--- config.mk ---
export PLATFORM = sky130hd
export DESIGN_NAME = qvd_ctrl_port
export DESIGN_NICKNAME = d
export VERILOG_FILES = /design/src/logic/qvd_pkg.sv /design/src/logic/qvd_fifo.sv /design/src/logic/qvd_ctrl_port.sv
export SDC_FILE = /design/constraint.sdc
export NUM_CORES = 1
export LEC_CHECK = 0
export ABC_AREA = 1
export BUFFER_PORTS_ARGS = -buffer_cell sky130_fd_sc_hd__buf_2
export CORE_UTILIZATION = 60
export DETAILED_ROUTE_END_ITERATION = 8
export GPL_ROUTABILITY_DRIVEN = 0
export GPL_TIMING_DRIVEN = 0
export MAX_ROUTING_LAYER = met4
export PLACE_DENSITY = 0.89
export SETUP_SLACK_MARGIN = 0.2
export SYNTH_ARGS = -nofsm -noshare
export SYNTH_HDL_FRONTEND = slang
export SYNTH_SLANG_ARGS = --single-unit
export TNS_END_PERCENT = 30
--- constraint.sdc ---
create_clock -name clk -period 4.83 [get_ports clk]
set_clock_uncertainty 0.15 [all_clocks]
set_input_delay 0.2415 -clock clk [delete_from_list [all_inputs] [get_ports clk]]
set_output_delay 0.2415 -clock clk [all_outputs]
set_load 0.1 [all_outputs]
--- src/logic/qvd_pkg.sv ---
`default_nettype none
package qvd_pkg;

  // ----------------------------------------------------------------
  // sizes
  // ----------------------------------------------------------------
  localparam int QVD_CHANNELS   = 4;
  localparam int QVD_SAMPLE_W   = 9;   // converter resolution
  localparam int QVD_VIDEO_W    = 8;   // output bus width per channel
  localparam int QVD_GAIN_W     = 8;
  localparam int QVD_FIFO_DEPTH = 16;
  localparam int QVD_PIN_COUNT  = 6;   // pins passed through the synchroniser

  // synchroniser bit positions
  localparam int QVD_PIN_STANDBY = 0;
  localparam int QVD_PIN_RESET   = 1;
  localparam int QVD_PIN_STRAP0  = 2;
  localparam int QVD_PIN_STRAP1  = 3;
  localparam int QVD_PIN_TEST    = 4;
  localparam int QVD_PIN_REFCLK  = 5;

  // ----------------------------------------------------------------
  // register map and fields
  // ----------------------------------------------------------------
  localparam logic [7:0]  QVD_CTRL_OFS   = 8'h00;
  localparam logic [7:0]  QVD_GAIN_BASE  = 8'h10;
  localparam logic [7:0]  QVD_STATUS_OFS = 8'h20;
  localparam int          QVD_CTRL_CLK54 = 0;
  localparam int          QVD_CTRL_EMBED = 1;
  localparam int          QVD_CTRL_LINE_PHASE_INDICATOR  = 2;
  localparam int          QVD_CTRL_SEL   = 4;   // 4 bits, composite input b per channel
  localparam int          QVD_CTRL_SVID  = 8;   // 4 bits, s-video pair per channel
  localparam logic [31:0] QVD_CTRL_MASK  = 32'h0000_0ff7;
  localparam logic [31:0] QVD_CTRL_RESET = 32'h0000_0000;
  localparam logic [7:0]  QVD_GAIN_RESET = 8'h80;
  localparam int          QVD_STAT_STBY  = 8;
  localparam int          QVD_STAT_PHASE = 12;
  // upper address bits of the serial slave; value is arbitrary
  localparam logic [4:0]  QVD_SLAVE_BASE = 5'h0b;

  // ----------------------------------------------------------------
  // stream codes and reference
  // ----------------------------------------------------------------
  localparam logic [7:0]  QVD_SYNC_CODE    = 8'hff;  // first byte of an embedded code
  localparam int          QVD_REF_FREQ_KHZ = 14318;  // reference crystal, 14.31818 MHz

  typedef enum logic [1:0] {QVD_ACTIVE, QVD_STANDBY, QVD_RESTART} qvd_mode_type;

  typedef struct packed {
    logic [1:0]              chan;
    logic [QVD_SAMPLE_W-1:0] value;
    logic                    lineStart;
    logic                    fieldStart;
  } qvd_sample_type;

  typedef logic [QVD_CHANNELS-1:0][QVD_VIDEO_W-1:0] qvd_video_type;
  typedef logic [QVD_CHANNELS-1:0][QVD_GAIN_W-1:0]  qvd_gain_type;

  // byte address of a channel's gain register
  function automatic logic [7:0] qvdGainOfs(input int ch);
    qvdGainOfs = QVD_GAIN_BASE + 8'(ch * 4);
  endfunction : qvdGainOfs

endpackage : qvd_pkg
`default_nettype wire

--- src/logic/qvd_fifo.sv ---
`timescale 1ns/1ps
`default_nettype none
module qvd_fifo #(
  parameter int WIDTH = 13,
  parameter int DEPTH = 16
) (
  input  wire logic             clk,
  input  wire logic             rst,
  input  wire logic             inValid,
  output logic                  inReady,
  input  wire logic [WIDTH-1:0] inData,
  output logic                  outValid,
  input  wire logic             outReady,
  output logic [WIDTH-1:0]      outData
);
  localparam int AW = $clog2(DEPTH);

  logic [WIDTH-1:0] store [DEPTH];
  logic [AW:0]      wrPtrReg;
  logic [AW:0]      wrPtrNext;
  logic [AW:0]      rdPtrReg;
  logic [AW:0]      rdPtrNext;
  logic             pushing;
  logic             popping;

  // ----------------------------------------------------------------
  // flags and pointer steps
  // ----------------------------------------------------------------
  // full when the pointers differ only in the wrap bit
  always_comb begin
    inReady   = (wrPtrReg[AW-1:0] != rdPtrReg[AW-1:0]) || (wrPtrReg[AW] == rdPtrReg[AW]);
    outValid  = wrPtrReg != rdPtrReg;
    pushing   = inValid && inReady;
    popping   = outValid && outReady;
    wrPtrNext = pushing ? wrPtrReg + 1'b1 : wrPtrReg;
    rdPtrNext = popping ? rdPtrReg + 1'b1 : rdPtrReg;
    outData   = store[rdPtrReg[AW-1:0]];
  end

  // storage is not reset; only the pointers need a defined value
  always_ff @(posedge clk) begin
    if (pushing) begin
      store[wrPtrReg[AW-1:0]] <= inData;
    end
    if (rst) begin
      wrPtrReg <= '0;
      rdPtrReg <= '0;
    end else begin
      wrPtrReg <= wrPtrNext;
      rdPtrReg <= rdPtrNext;
    end
  end

endmodule : qvd_fifo
`default_nettype wire

--- src/logic/qvd_ctrl_port.sv ---
// Behaviour
// - pal mode: indicator high noninverted, low inverted
// - standby pin low puts block in standby
// - standby keeps all configuration registers
// - chip reset restores defaults, restarts processor
// - strap pins sampled together at power-on
// - unscaled clock runs at 27 or 54
// - scaled clock at 27 qualifies words
// - 8-bit video, embedded or discrete syncs
// - two composite inputs or one s-video pair
// - composite input switch saves and restores gain
// - 9-bit samples at most reference rate
// - pixel clocks divided from clk, word timing from the reference pin
`timescale 1ns/1ps
`default_nettype none
module qvd_ctrl_port
  import qvd_pkg::*;
(
  input  wire logic            clk,
  input  wire logic            rst,
  input  wire logic            standbyRequestN,
  input  wire logic            chipResetLow,
  input  wire logic            addrStrapBit0,
  input  wire logic            addrStrapBit1,
  input  wire logic            testModeSelect,
  input  wire logic            refClockIn,
  input  wire qvd_sample_type  sampleIn,
  input  wire logic            sampleValid,
  output logic                 sampleReady,
  output logic                 sampleStrobe,
  input  wire logic [7:0]      regAddr,
  input  wire logic [31:0]     regWrData,
  input  wire logic            regWr,
  input  wire logic            regRd,
  output logic [31:0]          regRdData,
  output logic [3:0]           unscaledPixelClock,
  output logic [3:0]           scaledPixelClock,
  output logic [3:0]           lineSyncOut,
  output logic [3:0]           fieldSyncOut,
  output qvd_video_type        channelVideoBus,
  output logic [3:0]           inputSelect,
  output logic [3:0]           sVideoMode,
  output qvd_gain_type         agcGain,
  output logic                 standbyActive,
  output logic                 cpuRestart,
  output logic [6:0]           slaveAddress
);

  // ----------------------------------------------------------------
  // pin synchroniser
  // ----------------------------------------------------------------
  logic [QVD_PIN_COUNT-1:0] pinMetaReg;
  logic [QVD_PIN_COUNT-1:0] pinSyncReg;
  logic                     refPrevReg;
  logic                     refRise;
  logic                     pdnHigh;
  logic                     regReset;

  // the test select pin is synchronised but has no effect while grounded
  always_ff @(posedge clk) begin
    pinMetaReg <= {refClockIn, testModeSelect, addrStrapBit1, addrStrapBit0,
                   chipResetLow, standbyRequestN};
    pinSyncReg <= pinMetaReg;
    refPrevReg <= pinSyncReg[QVD_PIN_REFCLK];
  end

  // reset pin only counts while the standby pin is high
  always_comb begin
    pdnHigh  = pinSyncReg[QVD_PIN_STANDBY];
    refRise  = pinSyncReg[QVD_PIN_REFCLK] && !refPrevReg;
    regReset = rst || (pdnHigh && !pinSyncReg[QVD_PIN_RESET]);
  end

  // ----------------------------------------------------------------
  // mode control and strap latch
  // ----------------------------------------------------------------
  qvd_mode_type modeReg;
  qvd_mode_type modeNext;
  logic [1:0]   strapReg;
  logic [1:0]   strapNext;

  always_comb begin
    modeNext  = modeReg;
    strapNext = strapReg;
    if (rst) begin
      strapNext = {pinSyncReg[QVD_PIN_STRAP1], pinSyncReg[QVD_PIN_STRAP0]};
    end
    case (modeReg)
      QVD_ACTIVE: begin
        if (!pdnHigh) begin
          modeNext = QVD_STANDBY;
        end else if (!pinSyncReg[QVD_PIN_RESET]) begin
          modeNext = QVD_RESTART;
        end
      end
      QVD_STANDBY: begin
        if (pdnHigh) begin
          modeNext = QVD_ACTIVE;
        end
      end
      QVD_RESTART: begin
        // hold while the reset pin stays low, leave with a restart pulse; a standby drop leaves without one
        if (!pdnHigh) begin
          modeNext = QVD_STANDBY;
        end else if (pinSyncReg[QVD_PIN_RESET]) begin
          modeNext = QVD_ACTIVE;
        end
      end
      default: modeNext = QVD_ACTIVE;
    endcase
    if (rst) begin
      modeNext = QVD_ACTIVE;
    end
  end

  always_ff @(posedge clk) begin
    modeReg  <= modeNext;
    strapReg <= strapNext;
  end

  // ----------------------------------------------------------------
  // configuration registers and gain memory
  // ----------------------------------------------------------------
  logic [31:0]                             ctrlReg;
  logic [31:0]                             ctrlNext;
  qvd_gain_type                            gainCurReg;
  qvd_gain_type                            gainCurNext;
  logic [QVD_CHANNELS-1:0][1:0][QVD_GAIN_W-1:0] gainSavedReg;
  logic [QVD_CHANNELS-1:0][1:0][QVD_GAIN_W-1:0] gainSavedNext;
  logic [31:0]                             rdDataNext;
  logic [3:0]                              phaseReg;

  // standby is not a reset term, so registers ride through it untouched
  always_comb begin
    ctrlNext      = ctrlReg;
    gainCurNext   = gainCurReg;
    gainSavedNext = gainSavedReg;
    if (regWr && regAddr == QVD_CTRL_OFS) begin
      ctrlNext = regWrData & QVD_CTRL_MASK;
      for (int ch = 0; ch < QVD_CHANNELS; ch++) begin
        // composite switch: park the old input's gain, fetch the new one's
        if (!regWrData[QVD_CTRL_SVID+ch] && !ctrlReg[QVD_CTRL_SVID+ch] &&
            regWrData[QVD_CTRL_SEL+ch] != ctrlReg[QVD_CTRL_SEL+ch]) begin
          gainSavedNext[ch][ctrlReg[QVD_CTRL_SEL+ch]] = gainCurReg[ch];
          gainCurNext[ch] = gainSavedReg[ch][regWrData[QVD_CTRL_SEL+ch]];
        end
      end
    end
    for (int ch = 0; ch < QVD_CHANNELS; ch++) begin
      if (regWr && regAddr == qvdGainOfs(ch)) begin
        gainCurNext[ch] = regWrData[QVD_GAIN_W-1:0];
      end
    end
    if (regReset) begin
      ctrlNext      = QVD_CTRL_RESET;
      gainCurNext   = {QVD_CHANNELS{QVD_GAIN_RESET}};
      gainSavedNext = {(2*QVD_CHANNELS){QVD_GAIN_RESET}};
    end
  end

  // read answer in the cycle after the strobe; unmapped reads give zero
  always_comb begin
    rdDataNext = 32'h0000_0000;
    if (regRd) begin
      if (regAddr == QVD_CTRL_OFS) begin
        rdDataNext = ctrlReg;
      end else if (regAddr == QVD_STATUS_OFS) begin
        rdDataNext[6:0]                = {QVD_SLAVE_BASE, strapReg};
        rdDataNext[QVD_STAT_STBY]      = modeReg == QVD_STANDBY;
        rdDataNext[QVD_STAT_PHASE+:4]  = phaseReg;
      end
      for (int ch = 0; ch < QVD_CHANNELS; ch++) begin
        if (regAddr == qvdGainOfs(ch)) begin
          rdDataNext[QVD_GAIN_W-1:0] = gainCurReg[ch];
        end
      end
    end
  end

  always_ff @(posedge clk) begin
    ctrlReg      <= ctrlNext;
    gainCurReg   <= gainCurNext;
    gainSavedReg <= gainSavedNext;
    regRdData    <= rst ? 32'h0000_0000 : rdDataNext;
  end

  // ----------------------------------------------------------------
  // sample buffer
  // ----------------------------------------------------------------
  qvd_sample_type fifoOut;
  logic           fifoOutValid;
  logic           popWord;
  logic           running;

  qvd_fifo #(
    .WIDTH ($bits(qvd_sample_type)),
    .DEPTH (QVD_FIFO_DEPTH)
  ) u_fifo (
    .clk      (clk),
    .rst      (regReset),
    .inValid  (sampleValid),
    .inReady  (sampleReady),
    .inData   (sampleIn),
    .outValid (fifoOutValid),
    .outReady (popWord),
    .outData  (fifoOut)
  );

  // one word leaves per rising reference edge, so the converter never outruns it
  always_comb begin
    running = modeReg == QVD_ACTIVE;
    popWord = running && refRise;
  end

  // ----------------------------------------------------------------
  // output stage
  // ----------------------------------------------------------------
  logic [1:0]    divReg;
  logic [1:0]    divNext;
  qvd_video_type videoNext;
  logic [3:0]    hsNext;
  logic [3:0]    vsNext;
  logic [3:0]    vsReg;
  logic [3:0]    phaseNext;
  logic [3:0]    fieldNext;
  logic [3:0]    unscaledNext;
  logic [3:0]    scaledNext;

  // clocks stop low in standby; 54 mode runs twice the scaled rate
  always_comb begin
    divNext      = running ? divReg + 2'd1 : 2'd0;
    unscaledNext = {4{running && (ctrlReg[QVD_CTRL_CLK54] ? divReg[0] : divReg[1])}};
    scaledNext   = {4{running && divReg[1]}};
  end

  always_comb begin
    videoNext = running ? channelVideoBus : '0;
    hsNext    = 4'h0;
    vsNext    = running ? vsReg : 4'h0;
    phaseNext = phaseReg;
    if (popWord && fifoOutValid) begin
      vsNext[fifoOut.chan] = fifoOut.fieldStart;
      if (ctrlReg[QVD_CTRL_EMBED] && fifoOut.lineStart) begin
        videoNext[fifoOut.chan] = QVD_SYNC_CODE;
      end else begin
        videoNext[fifoOut.chan] = fifoOut.value[QVD_SAMPLE_W-1 -: QVD_VIDEO_W];
        hsNext[fifoOut.chan]    = fifoOut.lineStart && !ctrlReg[QVD_CTRL_EMBED];
      end
      // lines alternate phase, each field opens on a noninverted line
      if (fifoOut.fieldStart) begin
        phaseNext[fifoOut.chan] = 1'b1;
      end else if (fifoOut.lineStart) begin
        phaseNext[fifoOut.chan] = !phaseReg[fifoOut.chan];
      end
    end
    if (regReset) begin
      phaseNext = 4'hf;
    end
    fieldNext = ctrlReg[QVD_CTRL_LINE_PHASE_INDICATOR] ? phaseNext : vsNext;
  end

  always_ff @(posedge clk) begin
    divReg             <= rst ? 2'd0 : divNext;
    channelVideoBus    <= rst ? '0 : videoNext;
    lineSyncOut        <= rst ? 4'h0 : hsNext;
    vsReg              <= rst ? 4'h0 : vsNext;
    phaseReg           <= phaseNext;
    fieldSyncOut       <= rst ? 4'h0 : fieldNext;
    unscaledPixelClock <= rst ? 4'h0 : unscaledNext;
    scaledPixelClock   <= rst ? 4'h0 : scaledNext;
    sampleStrobe       <= rst ? 1'b0 : popWord && fifoOutValid;  // empty pops give no strobe
  end

  // configuration seen by the analog side
  always_comb begin
    inputSelect   = ctrlReg[QVD_CTRL_SEL+:4] & ~ctrlReg[QVD_CTRL_SVID+:4];
    sVideoMode    = ctrlReg[QVD_CTRL_SVID+:4];
    agcGain       = gainCurReg;
    standbyActive = modeReg == QVD_STANDBY;
    cpuRestart    = modeReg == QVD_RESTART && pinSyncReg[QVD_PIN_RESET];
    slaveAddress  = {QVD_SLAVE_BASE, strapReg};
  end
endmodule : qvd_ctrl_port
`default_nettype wire

# Word-level counts from Yosys, hierarchy flattened
# Memories as Yosys holds them, arrays and structs flattened. A register that Yosys moved wholly into a read port is not among the register bits.
# Cells that the tools add are included.
# word_totals
register_bits	203
ram_bits	208
input_bits	64
out_inout_bits	131
elab_cells	214
memories	1
# classes
addsub	3
magnitude_cmp	14
n_eq_ne	17
muxes	68
bitwise_logic	10
n_reduce_logical	66
# memory_table
name	words	width	read_ports	rd_ports_with_merged_regs	wr	line	source
u_fifo.store	16	13	1	1	1	qvd_fifo.sv:18	logic [WIDTH-1:0] store [DEPTH];
# ops
operator	count
two-way mux 8 bit	25
two-way mux 32 bit	4
bitwise mux 16 bit	4
two-way mux 4 bit	9
bitwise mux 32 bit	1
demux 8 bit (select 1 bit)	4
equality test 8 x 5 -> 1 bit, second input constant	4
OR 32 bit	1
logical AND 1 bit	28
demux 8 bit (select 2 bit)	1
< comparator 1 x 2 -> 1 bit, second input constant	8
AND reduction 2 bit	8
nonzero test 2 bit	8
zero test 1 bit	12
adder 5 x 1 -> 5 bit, second input constant	2
two-way mux 2 bit	5
AND 4 bit	2
bitwise mux 4 bit	2
equality test 8 x 6 -> 1 bit, second input constant	1
zero test 8 bit	1
two-way mux 1 bit	8
two-way mux 7 bit	1
two-way mux 6 bit	1
inequality test 3 bit, second input constant	2
other kinds (23)	36

# Logic depth before layout (Yosys ltp)
# depth
word_depth	10
ltp_mapped	19
mapped_depth_nobuf	17

# By module
# From an unflattened synthesis, not the netlist that was laid out.
# unflattened
cells_unflattened	1961
area_unflattened_um2	17614.4
# by_module_without_submodules
module	instances	cells_per_inst	area_each_um2	seq_area_each_um2
qvd_fifo	1	788	9217.6	6526.3
qvd_ctrl_port	1	1173	8396.8	3843.7

# Worst setup path before layout
# OpenSTA, ideal clock, no wires.
# synth_path
kind	register to register
start	reg u_fifo.wrPtrReg[3]
end	mem u_fifo.store[15][0], enable pin
setup_time_ns	0.383
t_arrival_ns	2.465
t_required_ns	4.297
path_slack_ns	1.832
path_stages_with_launch	9
path_buffers	0
period_less_slack_ns	2.998
cell_sequence	dfxtp_1 inv_1 nor2_1 nor3_1 nand3b_1 nand2_1 inv_1 nand2_1 nor2_1
# synth_between
elab_chain_len	5
# synth_rtl
element	line	source
start, declared	qvd_fifo.sv:19	logic [AW:0] wrPtrReg;
start signal, assigned	qvd_fifo.sv:49	wrPtrReg <= wrPtrNext;
inequality test 4 bit	qvd_fifo.sv:31	inReady = (wrPtrReg[AW-1:0] != rdPtrReg[AW-1:0]) || (wrPtrReg[AW] == rdPtrReg[AW]);
logical OR 1 bit	qvd_fifo.sv:31	
net sampleReady	qvd_ctrl_port.sv:29	output logic sampleReady,
logical AND 1 bit	qvd_fifo.sv:33	pushing = inValid && inReady;
two-way mux 1 bit	qvd_fifo.sv:42	if (pushing) begin
two-way mux 1 bit (implied by the code)	qvd_fifo.sv:43	store[wrPtrReg[AW-1:0]] <= inData;
end, declared	qvd_fifo.sv:18	
# The timed path passes the listed nets, and every way through them passes these cells.

# Worst setup path after layout
# layout_path
start	reg u_fifo.wrPtrReg[3]
end	mem u_fifo.store[6][1], enable pin
# layout_between
elab_chain_len	5
# layout_rtl
element	line
inequality test 4 bit	qvd_fifo.sv:31
logical OR 1 bit	qvd_fifo.sv:31
logical AND 1 bit	qvd_fifo.sv:33
two-way mux 1 bit	qvd_fifo.sv:42
two-way mux 1 bit (implied by the code)	qvd_fifo.sv:43
# Several ways; a longest one is shown, not always the timed one.

==> results.cfg <==
[drt]
drt-total-wl_um = 51200
wl_per_cell_um = 22.7
via_count = 14580
first_iter_violations = 2484
ant_nets = 0
dr.pass1.iters = 9
vias_per_cell = 6.47
route.detailed.drc = 0

[cts]
insertion_delay_ns = 0.56
cts_tree = built
cts_root_buffer = clkbuf_16
cts_setup_buffers = 0
cts.clk_slew.worst_paths_ns = 0.07
cts_buffers = 40
htreeDepth = 2
cts_resized = 0
cts.path.max_buffers = 3
cts_sinks = 397

[sta]
fin_hold_ws_ns = 0.0515
relSlewSlack_pct = 1.41
layout_setup_ws_ns = 1.53
timing.final.crit_period_ns = 3.30
fin_tns_setup_ns = 0
rsz0062_at_grt = no
finalHoldViolCount = 0
fmax_mhz = 303
setup-violations-final = 0
timing.final.crit_share_pct = 68.3
worst_pin_slew_ns = 1.47
slew_viol_final = 0

[placement]
dp.cells = 2154
place_hpwl_um = 30800
dpl-instance-area_mm2 = 0.0176
io_buffers = 149
preCtsSetupSlack_ns = 1.75

[power_and_ir_drop]
ir_worst_vdd_v = 0.000292
power_density_mw_per_mm2 = 374
power_leakage_nw = 7.41

[floorplan]
die_y_um = 167
die-area_mm2 = 0.0279
num_rows = 60
ios = 195
start_util_pct = 60.9
fp.dieW_um = 167
coreArea_mm2 = 0.0269

[synthesis]
synth_warnings = 0
synth_area_mm2 = 0.0164
synth_seq_cells = 397
synth_area_leaders = edfxtp_1, dfxtp_1, o21ai_0, nor2_1, nand2_1
postSynthCellCount = 1644
ys_seq_area_share_pct = 60.5
async_reset_ff_share_pct = 0
yosysMostFrequentCell = nor2_1
synth_cell_types = 56
synth_ff_type = dfxtp_1
synth_edf_count = 194
synth.avg_cell_area_um2 = 9.95
synth_top_area_share_pct = 35.6
synth_common_cells = nor2_1, nand2_1, dfxtp_1, edfxtp_1, o21ai_0
synth_top_area_cell = edfxtp_1

[setup_path]
crit_fanout = 12
criticalPathCategory = reg2reg
reg2reg_from = u_fifo.wrPtrReg[3]
crit_path_end_kind = register
start_kind = register
crit_start = u_fifo.wrPtrReg[3]
r2r_slack_ns = 1.53
worstPathRequired_ns = 4.81
crit_arrival_ns = 3.28

[min_path]
worstHoldStart = regWrData[6]
hold_class = in2reg

[final_layout]
finalNonFillerCells = 2253
fillers = 1730
syn_to_final_growth_pct = 17.4
fin_area_mm2 = 0.0192
antenna_cells = 0
drive_above_1_share_pct = 19.9
num-nets-final = 1952

[grt]
grt-ovfl-total = 0
first_global_vias = 14223
antenna_found_initial = 0
track_usage_pct = 37.4
grt_pass1_wl_um = 78100
grt_start_max_net_pins = 17

[run_status]
violations = capacitance limit
run_status = finished with violations

[run]
max-cap-violations = 1
[routing by layer]
metal	GRT usage, %	up-vias	share of wire (%)
met5	-	-	0
met3	7.78	339	13
met1	43.9	6745	33
met4	23.6	0	7.2
li1	-	6152	-
met2	58.9	1344	46
[worst paths after layout]
kind                         to  depth (start not counted)
max          u_fifo.store[6][1]                          8
min                 agcGain[30]                          3
max reg2reg  u_fifo.store[6][1]                          8
min reg2reg       pinSyncReg[3]                          0
[flip-flops by register name (all words and copies together) (netlist names), 4 cells and up, named ones only]
name	count
u_fifo.rdPtrReg	5
lineSyncOut	4
vsReg	4
pinMetaReg	5
ctrlReg	11
gainSavedReg	64
pinSyncReg	5
u_fifo.wrPtrReg	5
phaseReg	4
u_fifo.store	192
fieldSyncOut	4
agcGain	32
channelVideoBus	32
regRdData	16
[where the power goes]
group / switching (mW) / leakage [nW] / internal (mW) / total [mW]
registers: 0.0184 / 3.40 / 3.56 / 3.58
clock network: 1.32 / 0.618 / 1.73 / 3.05
logic: 0.424 / 3.39 / 0.125 / 0.549
[through the flow]
stage          utilization (%)  total power [mW]
2_1_floorplan                -              4.00
3_3_place_gp              65.5              4.13
3_5_place_dp              65.6              4.15
4_1_cts                   71.4              7.11
5_1_grt                   71.4              7.28
6_report                  71.4              7.18
[critical path: stages (launching register included)]
cell and delay (ns):
dfxtp_1 0.49, inv_1 0.17, nor2_1 0.13, nor3_1 0.09
nand3b_1 0.20, nand2_1 0.15, inv_1 0.20, nand2_1 0.17
nor2_1 1.13
[logic make-up after synthesis]
| family | share of synthesized area, % |
|---|---|
| flip-flops | 60.5 |
| AND/OR/NAND/NOR | 15.8 |
| AO/OA/AOI/OAI | 15.8 |
| buffers and inverters | 7.26 |
| other | 0.0459 |
| XOR/XNOR | 0.268 |
| adder cells (fa/ha/maj) | 0.382 |
[final cells by class]
| class | count | area, um^2 | area share (%) |
|---|---|---|---|
| plain buffers | 111 | 682 | 3.55 |
| clock inverters | 11 | 97.6 | 0.508 |
| clock buffers | 60 | 1170 | 6.09 |
| flip-flops and latches | 397 | 9890 | 51.5 |
| multi-input cells | 1025 | 5390 | 28.1 |
| inverters | 130 | 505 | 2.63 |
| well taps | 341 | 427 | 2.22 |
| repair buffers | 178 | 1040 | 5.42 |
[placed cells by master, fill, tap and decap left out, types with 4 or more instances in the layout]
master           n
ha_1             5
nand2_1        211
nor2_1         197
inv_2           13
buf_2          162
o22ai_1         17
a41oi_1          4
dfxtp_1        203
clkinv_1         6
nor3_1           9
clkbuf_1        53
clkinv_2         5
nor2_4           5
edfxtp_1       194
o211ai_1        20
nand3_1         74
o21ai_0        170
clkbuf_16       42
nor2_2          23
o221ai_2         5
or2_2            9
o21ai_1         21
a211oi_2        11
a211oi_1        24
clkbuf_8         5
nand2_4          6
o221ai_1        22
buf_6           12
conb_1          21
nand2_2         10
a21oi_1         94
nand3_2          8
nand4_1          6
buf_4           42
dlygate4sd3_1   28
a31oi_1         23
inv_1          108
[timing repair]
action / 4_1_cts / 5_1_grt
endpoints found under the setup margin: 0 / 0
endpoints found under the hold margin: 226 / 0
hold buffers: 28 / 0
No activity file was read; power rests on OpenSTA's default activity.
